<file path="src/logic/csa_pkg.sv">
`default_nettype none
package csa_pkg;

    localparam logic [7:0] ADDR_STATUS_WORD   = 8'hd0;
    localparam logic [7:0] ADDR_SECONDARY_ACC = 8'hf0;
    localparam logic [7:0] ADDR_SERIAL_BYTE0  = 8'hf9;
    localparam logic [7:0] ADDR_SERIAL_BYTE1  = 8'hfa;
    localparam logic [7:0] ADDR_SERIAL_BYTE2  = 8'hfb;
    localparam logic [7:0] ADDR_SERIAL_BYTE3  = 8'hfc;
    localparam logic [7:0] PAGE_SERIAL        = 8'h0f;

    localparam logic [3:0] BIT_ADDR_NIBBLE_A  = 4'h0;
    localparam logic [3:0] BIT_ADDR_NIBBLE_B  = 4'h8;

    localparam int CARRY_POS    = 7;
    localparam int AUX_POS      = 6;
    localparam int USER0_POS    = 5;
    localparam int BANK_HI_POS  = 4;
    localparam int BANK_LO_POS  = 3;
    localparam int OVF_POS      = 2;
    localparam int USER1_POS    = 1;
    localparam int PARITY_POS   = 0;

    localparam logic [7:0] STATUS_RESET   = 8'h00;
    localparam logic [7:0] SECONDARY_RESET = 8'h00;
    localparam logic [7:0] BYTE_ZERO      = 8'h00;
    localparam int         BANK_STRIDE_LOG2 = 3;

    typedef enum logic [2:0] {
        OP_NONE,
        OP_ADD,
        OP_ADD_WITH_CARRY,
        OP_SUBTRACT_WITH_BORROW,
        OP_MULTIPLY,
        OP_DIVIDE
    } csa_op_type;

    // one register access from the core; addr holds the bit address when bitMode is set
    typedef struct packed {
        logic       rd;
        logic       wr;
        logic       bitMode;
        logic [7:0] addr;
        logic [7:0] page;
        logic [7:0] wdata;
    } csa_sfr_req_type;

    // flag results of the arithmetic datapath for one finished instruction
    typedef struct packed {
        logic       valid;
        csa_op_type op;
        logic       carry;
        logic       auxCarry;
        logic       signedOvf;
        logic [7:0] productHigh;
        logic       divisorZero;
    } csa_arith_type;

endpackage
`default_nettype wire

</file>
<file path="src/logic/csa_status_aux.sv">
// Function
// - carry flag set on add carry or subtract borrow, else cleared by arithmetic
// - aux carry set on carry into or borrow from upper nibble, else cleared
// - user flags at bits 5 and 1, software only, bit accessible
// - bank select bits 4:3 choose bank base address, eight bytes apart
// - overflow set on signed overflow from add, add with carry, subtract
// - overflow set when multiply product exceeds 255
// - overflow set when divide has zero divisor
// - overflow cleared by those instructions when no overflow condition met
// - read-only parity bit 0 is high for odd accumulator one count
// - secondary accumulator at 0xF0, read-write, resets zero, bit addressable
// - status word at 0xD0, all pages, bit addressable, resets zero
// - unique serial value loaded in production, readable by firmware
// - four serial bytes, highest register most significant byte
// - serial bytes decoded at 0xF9 to 0xFC only on page 0x0F
// - serial bytes accept writes as general purpose storage
// - only addresses ending 0x0 or 0x8 are bit addressable
`timescale 1ns/10ps
`default_nettype none
module csa_status_aux
    import csa_pkg::*;
(
    // clock and reset
    input  wire logic                      mclk,
    input  wire logic                      nrst,
    // register bus from the core
    input  wire csa_pkg::csa_sfr_req_type  sfrReq,
    output logic [7:0]                     rdData,
    output logic                           rdHit,
    // arithmetic datapath
    input  wire csa_pkg::csa_arith_type    arith,
    input  wire logic [7:0]                accumulator,
    // nonvolatile serial source
    input  wire logic [31:0]               serialIn,
    // status towards the core
    output logic [7:0]                     programStatusWord,
    output logic [7:0]                     secondaryAccumulator,
    output logic [1:0]                     bankSelect,
    output logic [7:0]                     bankBase
);
    import csa_pkg::*;

    logic [7:0]  statusQ;
    logic [7:0]  statusD;
    logic [7:0]  secondaryQ;
    logic [7:0]  secondaryD;
    logic [31:0] serialQ;
    logic [7:0]  rdDataQ;
    logic        rdHitQ;
    logic        parityBit;
    logic [7:0]  byteAddr;
    logic [2:0]  bitIdx;
    logic        bitOk;
    logic        hitStatus;
    logic        hitSecondary;
    logic        serialPage;
    logic [7:0]  readByte;
    logic        readValid;

    assign parityBit = ^accumulator;

    // bit accesses carry byte address in [7:3] and bit index in [2:0]
    assign byteAddr = sfrReq.bitMode ? {sfrReq.addr[7:3], 3'h0} : sfrReq.addr;
    assign bitIdx   = sfrReq.addr[2:0];
    assign bitOk    = (byteAddr[3:0] == BIT_ADDR_NIBBLE_A)
                   || (byteAddr[3:0] == BIT_ADDR_NIBBLE_B);

    // status word and secondary accumulator ignore the page
    assign hitStatus    = (byteAddr == ADDR_STATUS_WORD);
    assign hitSecondary = (byteAddr == ADDR_SECONDARY_ACC);
    assign serialPage   = (sfrReq.page == PAGE_SERIAL) && !sfrReq.bitMode;

    function automatic logic [7:0] merge(input logic [7:0] old, input logic isBit,
                                         input logic [2:0] idx, input logic [7:0] wd);
        logic [7:0] res;
        res = old;
        if (isBit) begin
            res[idx] = wd[0];
        end else begin
            res = wd;
        end
        return res;
    endfunction

    always_comb begin
        statusD = statusQ;
        if (sfrReq.wr && hitStatus && (bitOk || !sfrReq.bitMode)) begin
            statusD = merge(statusQ, sfrReq.bitMode, bitIdx, sfrReq.wdata);
        end
        // arithmetic result wins over a software write in the same cycle
        if (arith.valid) begin
            unique case (arith.op)
                OP_ADD, OP_ADD_WITH_CARRY, OP_SUBTRACT_WITH_BORROW: begin
                    statusD[CARRY_POS] = arith.carry;
                    statusD[AUX_POS]   = arith.auxCarry;
                    statusD[OVF_POS]   = arith.signedOvf;
                end
                OP_MULTIPLY: begin
                    statusD[CARRY_POS] = 1'b0;
                    statusD[AUX_POS]   = 1'b0;
                    statusD[OVF_POS]   = |arith.productHigh;
                end
                OP_DIVIDE: begin
                    statusD[CARRY_POS] = 1'b0;
                    statusD[AUX_POS]   = 1'b0;
                    statusD[OVF_POS]   = arith.divisorZero;
                end
                OP_NONE: begin
                end
            endcase
        end
        statusD[PARITY_POS] = 1'b0;
    end

    always_ff @(posedge mclk) begin
        if (!nrst) begin
            statusQ <= STATUS_RESET;
        end else begin
            statusQ <= statusD;
        end
    end

    always_comb begin
        secondaryD = secondaryQ;
        if (sfrReq.wr && hitSecondary && (bitOk || !sfrReq.bitMode)) begin
            secondaryD = merge(secondaryQ, sfrReq.bitMode, bitIdx, sfrReq.wdata);
        end
    end

    always_ff @(posedge mclk) begin
        if (!nrst) begin
            secondaryQ <= SECONDARY_RESET;
        end else begin
            secondaryQ <= secondaryD;
        end
    end

    // serial bytes: reload each reset, writable afterwards
    always_ff @(posedge mclk) begin
        if (!nrst) begin
            serialQ <= serialIn;
        end else if (sfrReq.wr && serialPage) begin
            unique case (byteAddr)
                ADDR_SERIAL_BYTE0: serialQ[7:0]   <= sfrReq.wdata;
                ADDR_SERIAL_BYTE1: serialQ[15:8]  <= sfrReq.wdata;
                ADDR_SERIAL_BYTE2: serialQ[23:16] <= sfrReq.wdata;
                ADDR_SERIAL_BYTE3: serialQ[31:24] <= sfrReq.wdata;
                default: begin
                end
            endcase
        end
    end

    always_comb begin
        readByte  = BYTE_ZERO;
        readValid = 1'b0;
        if (hitStatus) begin
            readByte  = {statusQ[7:1], parityBit};
            readValid = 1'b1;
        end else if (hitSecondary) begin
            readByte  = secondaryQ;
            readValid = 1'b1;
        end else if (serialPage) begin
            readValid = 1'b1;
            unique case (byteAddr)
                ADDR_SERIAL_BYTE0: readByte = serialQ[7:0];
                ADDR_SERIAL_BYTE1: readByte = serialQ[15:8];
                ADDR_SERIAL_BYTE2: readByte = serialQ[23:16];
                ADDR_SERIAL_BYTE3: readByte = serialQ[31:24];
                default: readValid = 1'b0;
            endcase
        end
        if (sfrReq.bitMode) begin
            readByte  = {7'h00, readByte[bitIdx]};
            readValid = readValid && bitOk;
        end
    end

    always_ff @(posedge mclk) begin
        if (!nrst) begin
            rdDataQ <= BYTE_ZERO;
            rdHitQ  <= 1'b0;
        end else begin
            rdDataQ <= (sfrReq.rd && readValid) ? readByte : BYTE_ZERO;
            rdHitQ  <= sfrReq.rd && readValid;
        end
    end

    assign rdData               = rdDataQ;
    assign rdHit                = rdHitQ;
    assign programStatusWord    = {statusQ[7:1], parityBit};
    assign secondaryAccumulator = secondaryQ;
    assign bankSelect           = statusQ[BANK_HI_POS:BANK_LO_POS];
    assign bankBase = {3'h0, statusQ[BANK_HI_POS:BANK_LO_POS], 3'h0};

    property p_carryAdd;
        @(posedge mclk) disable iff (!nrst)
        (arith.valid && (arith.op == OP_ADD)) |=> (statusQ[CARRY_POS] == $past(arith.carry));
    endproperty
    a_carryAdd: assert property (p_carryAdd) else $error("carry flag wrong after add");

    property p_auxSub;
        @(posedge mclk) disable iff (!nrst)
        (arith.valid && (arith.op == OP_SUBTRACT_WITH_BORROW))
            |=> (statusQ[AUX_POS] == $past(arith.auxCarry));
    endproperty
    a_auxSub: assert property (p_auxSub) else $error("aux carry wrong after subtract");

    property p_userStable;
        @(posedge mclk) disable iff (!nrst)
        !(sfrReq.wr && hitStatus) |=> $stable({statusQ[USER0_POS], statusQ[USER1_POS]});
    endproperty
    a_userStable: assert property (p_userStable) else $error("user flag moved");

    property p_bankBase;
        @(posedge mclk) disable iff (!nrst)
        bankBase == ({6'h00, bankSelect} << BANK_STRIDE_LOG2);
    endproperty
    a_bankBase: assert property (p_bankBase) else $error("bank base mismatch");

    property p_ovfAdd;
        @(posedge mclk) disable iff (!nrst)
        (arith.valid && (arith.op == OP_ADD_WITH_CARRY))
            |=> (statusQ[OVF_POS] == $past(arith.signedOvf));
    endproperty
    a_ovfAdd: assert property (p_ovfAdd) else $error("overflow wrong after add");

    property p_ovfMul;
        @(posedge mclk) disable iff (!nrst)
        (arith.valid && (arith.op == OP_MULTIPLY) && (arith.productHigh != BYTE_ZERO))
            |=> statusQ[OVF_POS] && !statusQ[CARRY_POS];
    endproperty
    a_ovfMul: assert property (p_ovfMul) else $error("multiply overflow missed");

    property p_ovfDiv;
        @(posedge mclk) disable iff (!nrst)
        (arith.valid && (arith.op == OP_DIVIDE) && arith.divisorZero) |=> statusQ[OVF_POS];
    endproperty
    a_ovfDiv: assert property (p_ovfDiv) else $error("divide by zero missed");

    property p_ovfClear;
        @(posedge mclk) disable iff (!nrst)
        (arith.valid && (arith.op == OP_DIVIDE) && !arith.divisorZero) |=> !statusQ[OVF_POS];
    endproperty
    a_ovfClear: assert property (p_ovfClear) else $error("overflow not cleared");

    property p_parity;
        @(posedge mclk) disable iff (!nrst)
        programStatusWord[PARITY_POS] == ^accumulator;
    endproperty
    a_parity: assert property (p_parity) else $error("parity bit wrong");

    property p_serialRead;
        @(posedge mclk) disable iff (!nrst)
        (sfrReq.rd && !sfrReq.bitMode && (sfrReq.page == PAGE_SERIAL)
            && (sfrReq.addr == ADDR_SERIAL_BYTE3)) |=> (rdHit && (rdData == serialQ[31:24]));
    endproperty
    a_serialRead: assert property (p_serialRead) else $error("serial byte read wrong");

    property p_serialReload;
        @(posedge mclk) disable iff (!nrst)
        $rose(nrst) |-> (serialQ == $past(serialIn));
    endproperty
    a_serialReload: assert property (p_serialReload) else $error("serial not reloaded");

    property p_carryClear;
        @(posedge mclk) disable iff (!nrst)
        (arith.valid && ((arith.op == OP_MULTIPLY) || (arith.op == OP_DIVIDE)))
            |=> (!statusQ[CARRY_POS] && !statusQ[AUX_POS]);
    endproperty
    a_carryClear: assert property (p_carryClear) else $error("carry not cleared");

    property p_ovfSub;
        @(posedge mclk) disable iff (!nrst)
        (arith.valid && (arith.op == OP_SUBTRACT_WITH_BORROW))
            |=> (statusQ[OVF_POS] == $past(arith.signedOvf));
    endproperty
    a_ovfSub: assert property (p_ovfSub) else $error("subtract overflow wrong");

    property p_ovfMulClr;
        @(posedge mclk) disable iff (!nrst)
        (arith.valid && (arith.op == OP_MULTIPLY) && (arith.productHigh == BYTE_ZERO))
            |=> !statusQ[OVF_POS];
    endproperty
    a_ovfMulClr: assert property (p_ovfMulClr) else $error("mul overflow kept");

    property p_parityRead;
        @(posedge mclk) disable iff (!nrst)
        (sfrReq.rd && !sfrReq.bitMode && (sfrReq.addr == ADDR_STATUS_WORD))
            |=> (rdHit && (rdData[PARITY_POS] == ^$past(accumulator)));
    endproperty
    a_parityRead: assert property (p_parityRead) else $error("read parity wrong");

    property p_saccWrite;
        @(posedge mclk) disable iff (!nrst)
        (sfrReq.wr && !sfrReq.bitMode && (sfrReq.addr == ADDR_SECONDARY_ACC))
            |=> (secondaryQ == $past(sfrReq.wdata));
    endproperty
    a_saccWrite: assert property (p_saccWrite) else $error("sacc write lost");

    // no disable here: the check looks at the reset itself
    property p_resetVal;
        @(posedge mclk)
        !nrst |=> ((statusQ == STATUS_RESET) && (secondaryQ == SECONDARY_RESET));
    endproperty
    a_resetVal: assert property (p_resetVal) else $error("reset value wrong");

    property p_pageRefuse;
        @(posedge mclk) disable iff (!nrst)
        (sfrReq.rd && (sfrReq.page != PAGE_SERIAL)
            && (sfrReq.addr >= ADDR_SERIAL_BYTE0) && (sfrReq.addr <= ADDR_SERIAL_BYTE3))
            |=> (!rdHit && (rdData == BYTE_ZERO));
    endproperty
    a_pageRefuse: assert property (p_pageRefuse) else $error("paged read leaked");

    property p_serialWrite;
        @(posedge mclk) disable iff (!nrst)
        (sfrReq.wr && !sfrReq.bitMode && (sfrReq.page == PAGE_SERIAL)
            && (sfrReq.addr == ADDR_SERIAL_BYTE0)) |=> (serialQ[7:0] == $past(sfrReq.wdata));
    endproperty
    a_serialWrite: assert property (p_serialWrite) else $error("serial write lost");

endmodule // csa_status_aux
`default_nettype wire

</file>
<file path="config.mk">
export PLATFORM = sky130hd
export DESIGN_NAME = csa_status_aux
export DESIGN_NICKNAME = d
export VERILOG_FILES = /design/src/logic/csa_pkg.sv /design/src/logic/csa_status_aux.sv
export SDC_FILE = /design/constraint.sdc
export NUM_CORES = 1
export LEC_CHECK = 0
export ABC_AREA = 1
export ABC_CLOCK_PERIOD_IN_PS = 2500
export BUFFER_PORTS_ARGS = -buffer_cell sky130_fd_sc_hd__clkbuf_2
export CORE_MARGIN = 2
export CORE_UTILIZATION = 50
export DETAILED_ROUTE_END_ITERATION = 10
export GPL_ROUTABILITY_DRIVEN = 0
export PLACE_DENSITY = 0.81
export SLEW_MARGIN = 20
export SYNTH_ARGS = -nofsm -noshare
export SYNTH_HDL_FRONTEND = slang
export SYNTH_SLANG_ARGS = --single-unit
</file>
<file path="constraint.sdc">
create_clock -name mclk -period 2.5 [get_ports mclk]
set_clock_uncertainty 0.1 [all_clocks]
set_input_delay 0.375 -clock mclk [delete_from_list [all_inputs] [get_ports mclk]]
set_output_delay 0.375 -clock mclk [all_outputs]
set_load 0.01 [all_outputs]
</file>
==> flow_summary.json <==
{
  "slew_violations": 0,
  "final_nets": 637,
  "synth.area.mux_share": 0,
  "total_power_mw": 1.93,
  "regArea_um2": 1440,
  "post-route-min-period_ps": 2040,
  "place_ws_ps": 218,
  "cp_slowest_cell": "nor4_4",
  "cts_resized": 0,
  "synth_area_leaders": "edfxtp_1 29%, nand2_1 19%, dfxtp_1 15%",
  "required_ps": 2640,
  "overflow": 0,
  "area_growth_syn_to_layout_pct": 22.2,
  "numCtsBuffers": 5,
  "place_inst": 622,
  "fin_ws_ps": 464,
  "setup_viol": 0,
  "grt_max_degree": 33,
  "post_dp_cell_area_um2": 3900,
  "yosysSeqAreaShare": 0.440,
  "num-fill-cells": 560,
  "power_density_nw_per_um2": 482,
  "post_cts_buffers": 0,
  "first_pass_iters": 5,
  "fin_setup_tns_ps": 0,
  "clockBufferDepth": 2,
  "grt_pass1_vias": 3290,
  "place_hpwl_mm": 7.17,
  "synth_top_area_cell": "edfxtp_1",
  "end_kind": "flop",
  "tightest_slew_ps": 731,
  "ant_nets": 0,
  "antenna_cells": 0,
  "start_kind": "primary input",
  "start_util": 0.516,
  "rsz0062_at_grt": "false",
  "portBuffers": 113,
  "maxSlewHeadroom": 0.509,
  "ios": 120,
  "hold_path_class": "in -> reg",
  "stdcell_count": 630,
  "grt_pass1_wl_mm": 14.7,
  "core_area_um2": 6350,
  "drtIter0Drc": 336,
  "whs_ps": 216,
  "synth_top_family_by_area": "simple AND/OR/NAND/NOR gates",
  "rows": 29,
  "grtUsageTotal": 0.254,
  "clk_pin_slew_ps": 90,
  "drive_above_1_share": 0.275,
  "drc": 0,
  "root_buffer": "clkbuf_8",
  "ys_seq_elements": 56,
  "cp_max_fo": 9,
  "finalHoldViolCount": 0,
  "synthXorXnorAreaFrac": 0.0187,
  "synth_compound_area_frac": 0.103,
  "critPathKind": "in -> reg",
  "cp_data_arrival_time_ps": 2170,
  "avgSynthCellArea_um2": 7.47,
  "clk_latency_ps": 310,
  "cp_cell_sequence": "clkbuf_2 > inv_2 > nand2_1 > nand2_2 > nor4_4 > nand2_1 > nand3_1 > nand2_1 > nand2_1 > nor2_1 > nand2_1 > nand2_1 > a21oi_1",
  "utilization": 0.631,
  "synth_cell_types": 35,
  "clkSinkCount": 56,
  "antenna_found_initial": 0,
  "cts_tree": "built",
  "die_area_um2": 7220,
  "h-tree-depth": 2,
  "wl_mm": 9.16,
  "outcome": "finished clean",
  "synth_top_area_share": 0.293,
  "peakVddDrop_mv": 0.292,
  "multi_input_area_um2": 1580,
  "cap_violations": 0,
  "dieHeight_um": 85.0,
  "synth_fa_ha_area_frac": 0,
  "worst_path_most_repeated_cell": "nand2_1",
  "fin_crit_sh": 0.815,
  "vias_per_cell": 5.48,
  "die_w_um": 85.0,
  "final_area_um2": 4010,
  "netlist_area_um2": 3280,
  "fmax_ghz": 0.491,
  "synthSimpleGateAreaFrac": 0.354,
  "hold_buffers": 0,
  "critPathTopFamily": "simple AND/OR/NAND/NOR gates",
  "wl_per_cell_um": 14.5,
  "critPathBufInv": 2,
  "ys.warnings.count": 0,
  "vias": 3450,
  "p_leak_nw": 1.91,
  "cp_slowest_stage_delay_ps": 640,
  "synth_cells": 439
}
sequential cells by signal, summed over array words and instances, names as in the netlist:
name and flops:
rdHit 1, statusQ 7, secondaryAccumulator 8, serialQ 32, rdData 8
metal layers:
layer | GRT usage | vias to the layer above | share of wire
met4 | 0.0981 | 0 | 0.028
met1 | 0.318 | 1527 | 0.39
met5 | 0 | - | 0
met2 | 0.444 | 213 | 0.48
met3 | 0.0350 | 26 | 0.095
li1 | - | 1684 | -
report_power, final:
| group | switching [mW] | total, mW | internal [mW] | leakage [nW] |
|---|---|---|---|---|
| logic | 0.177 | 0.291 | 0.114 | 1.35 |
| clock network | 0.292 | 0.589 | 0.297 | 0.0513 |
| registers | 0.0196 | 1.05 | 1.03 | 0.506 |
synth_stat cells, drive strengths merged:
cell,number
nand2,169
nand3,53
edfxtp,32
inv,28
o21ai,28
dfxtp,24
buf,19
a21oi,16
nor2,16
nor3,13
a31oi,7
clkbuf,7
xnor2,6
nand4,5
a22o,2
nor4,2
o211ai,2
o31ai,2
a221oi,1
and2,1
clkinv,1
conb,1
nor3b,1
o21bai,1
o2bb2ai,1
xor2,1
worst register-to-register path, stage by stage (launching register included):
cell and delay [ps]:
edfxtp_1 390, nand3_1 90, nand2_1 50, o21ai_0 360, nand3_1 140, nand2_1 110, nand2_1 70, nor2_1 110
nand2_1 60, nand2_1 60, a21oi_1 70
cells by family after synthesis:
| group | Yosys count |
|---|---|
| buffers and inverters | 55 |
| AO/OA/AOI/OAI | 60 |
| other | 1 |
| flip-flops | 56 |
| XOR/XNOR | 7 |
| AND/OR/NAND/NOR | 260 |
cells in the final DEF, fill, tap and decap left out, drive strengths merged:
cell type / n
nand2: 169
clkbuf: 119
nand3: 53
edfxtp: 32
o21ai: 28
inv: 28
dfxtp: 24
a21oi: 16
nor2: 16
buf: 14
nor3: 13
a31oi: 7
xnor2: 6
conb: 6
nand4: 5
o31ai: 2
o211ai: 2
a22o: 2
nor4: 2
clkinv: 1
xor2: 1
nor3b: 1
and2: 1
o21bai: 1
o2bb2ai: 1
a221oi: 1
clkinvlp: 1
bufinv: 1
final timing paths:
| path | from | end | slack, ps | cells after the start |
|---|---|---|---|---|
| min reg2reg | secondaryAccumulator[1] | secondaryAccumulator[1] | 390 | 2 |
| max | sfrReq[24] | rdData[0] | 460 | 13 |
| max reg2reg | serialQ[21] | rdData[0] | 780 | 10 |
| min | arith[11] | statusQ[7] | 220 | 3 |
area by class of cell:
class | instances | area share
flip-flops and latches | 56 | 0.360
clock inverters | 2 | 0.00874
well taps | 77 | 0.0240
repair buffers | 127 | 0.167
multi-input cells | 333 | 0.395
inverters | 29 | 0.0272
clock buffers | 6 | 0.0181
Note: power is estimated with default switching activity, not from simulation.
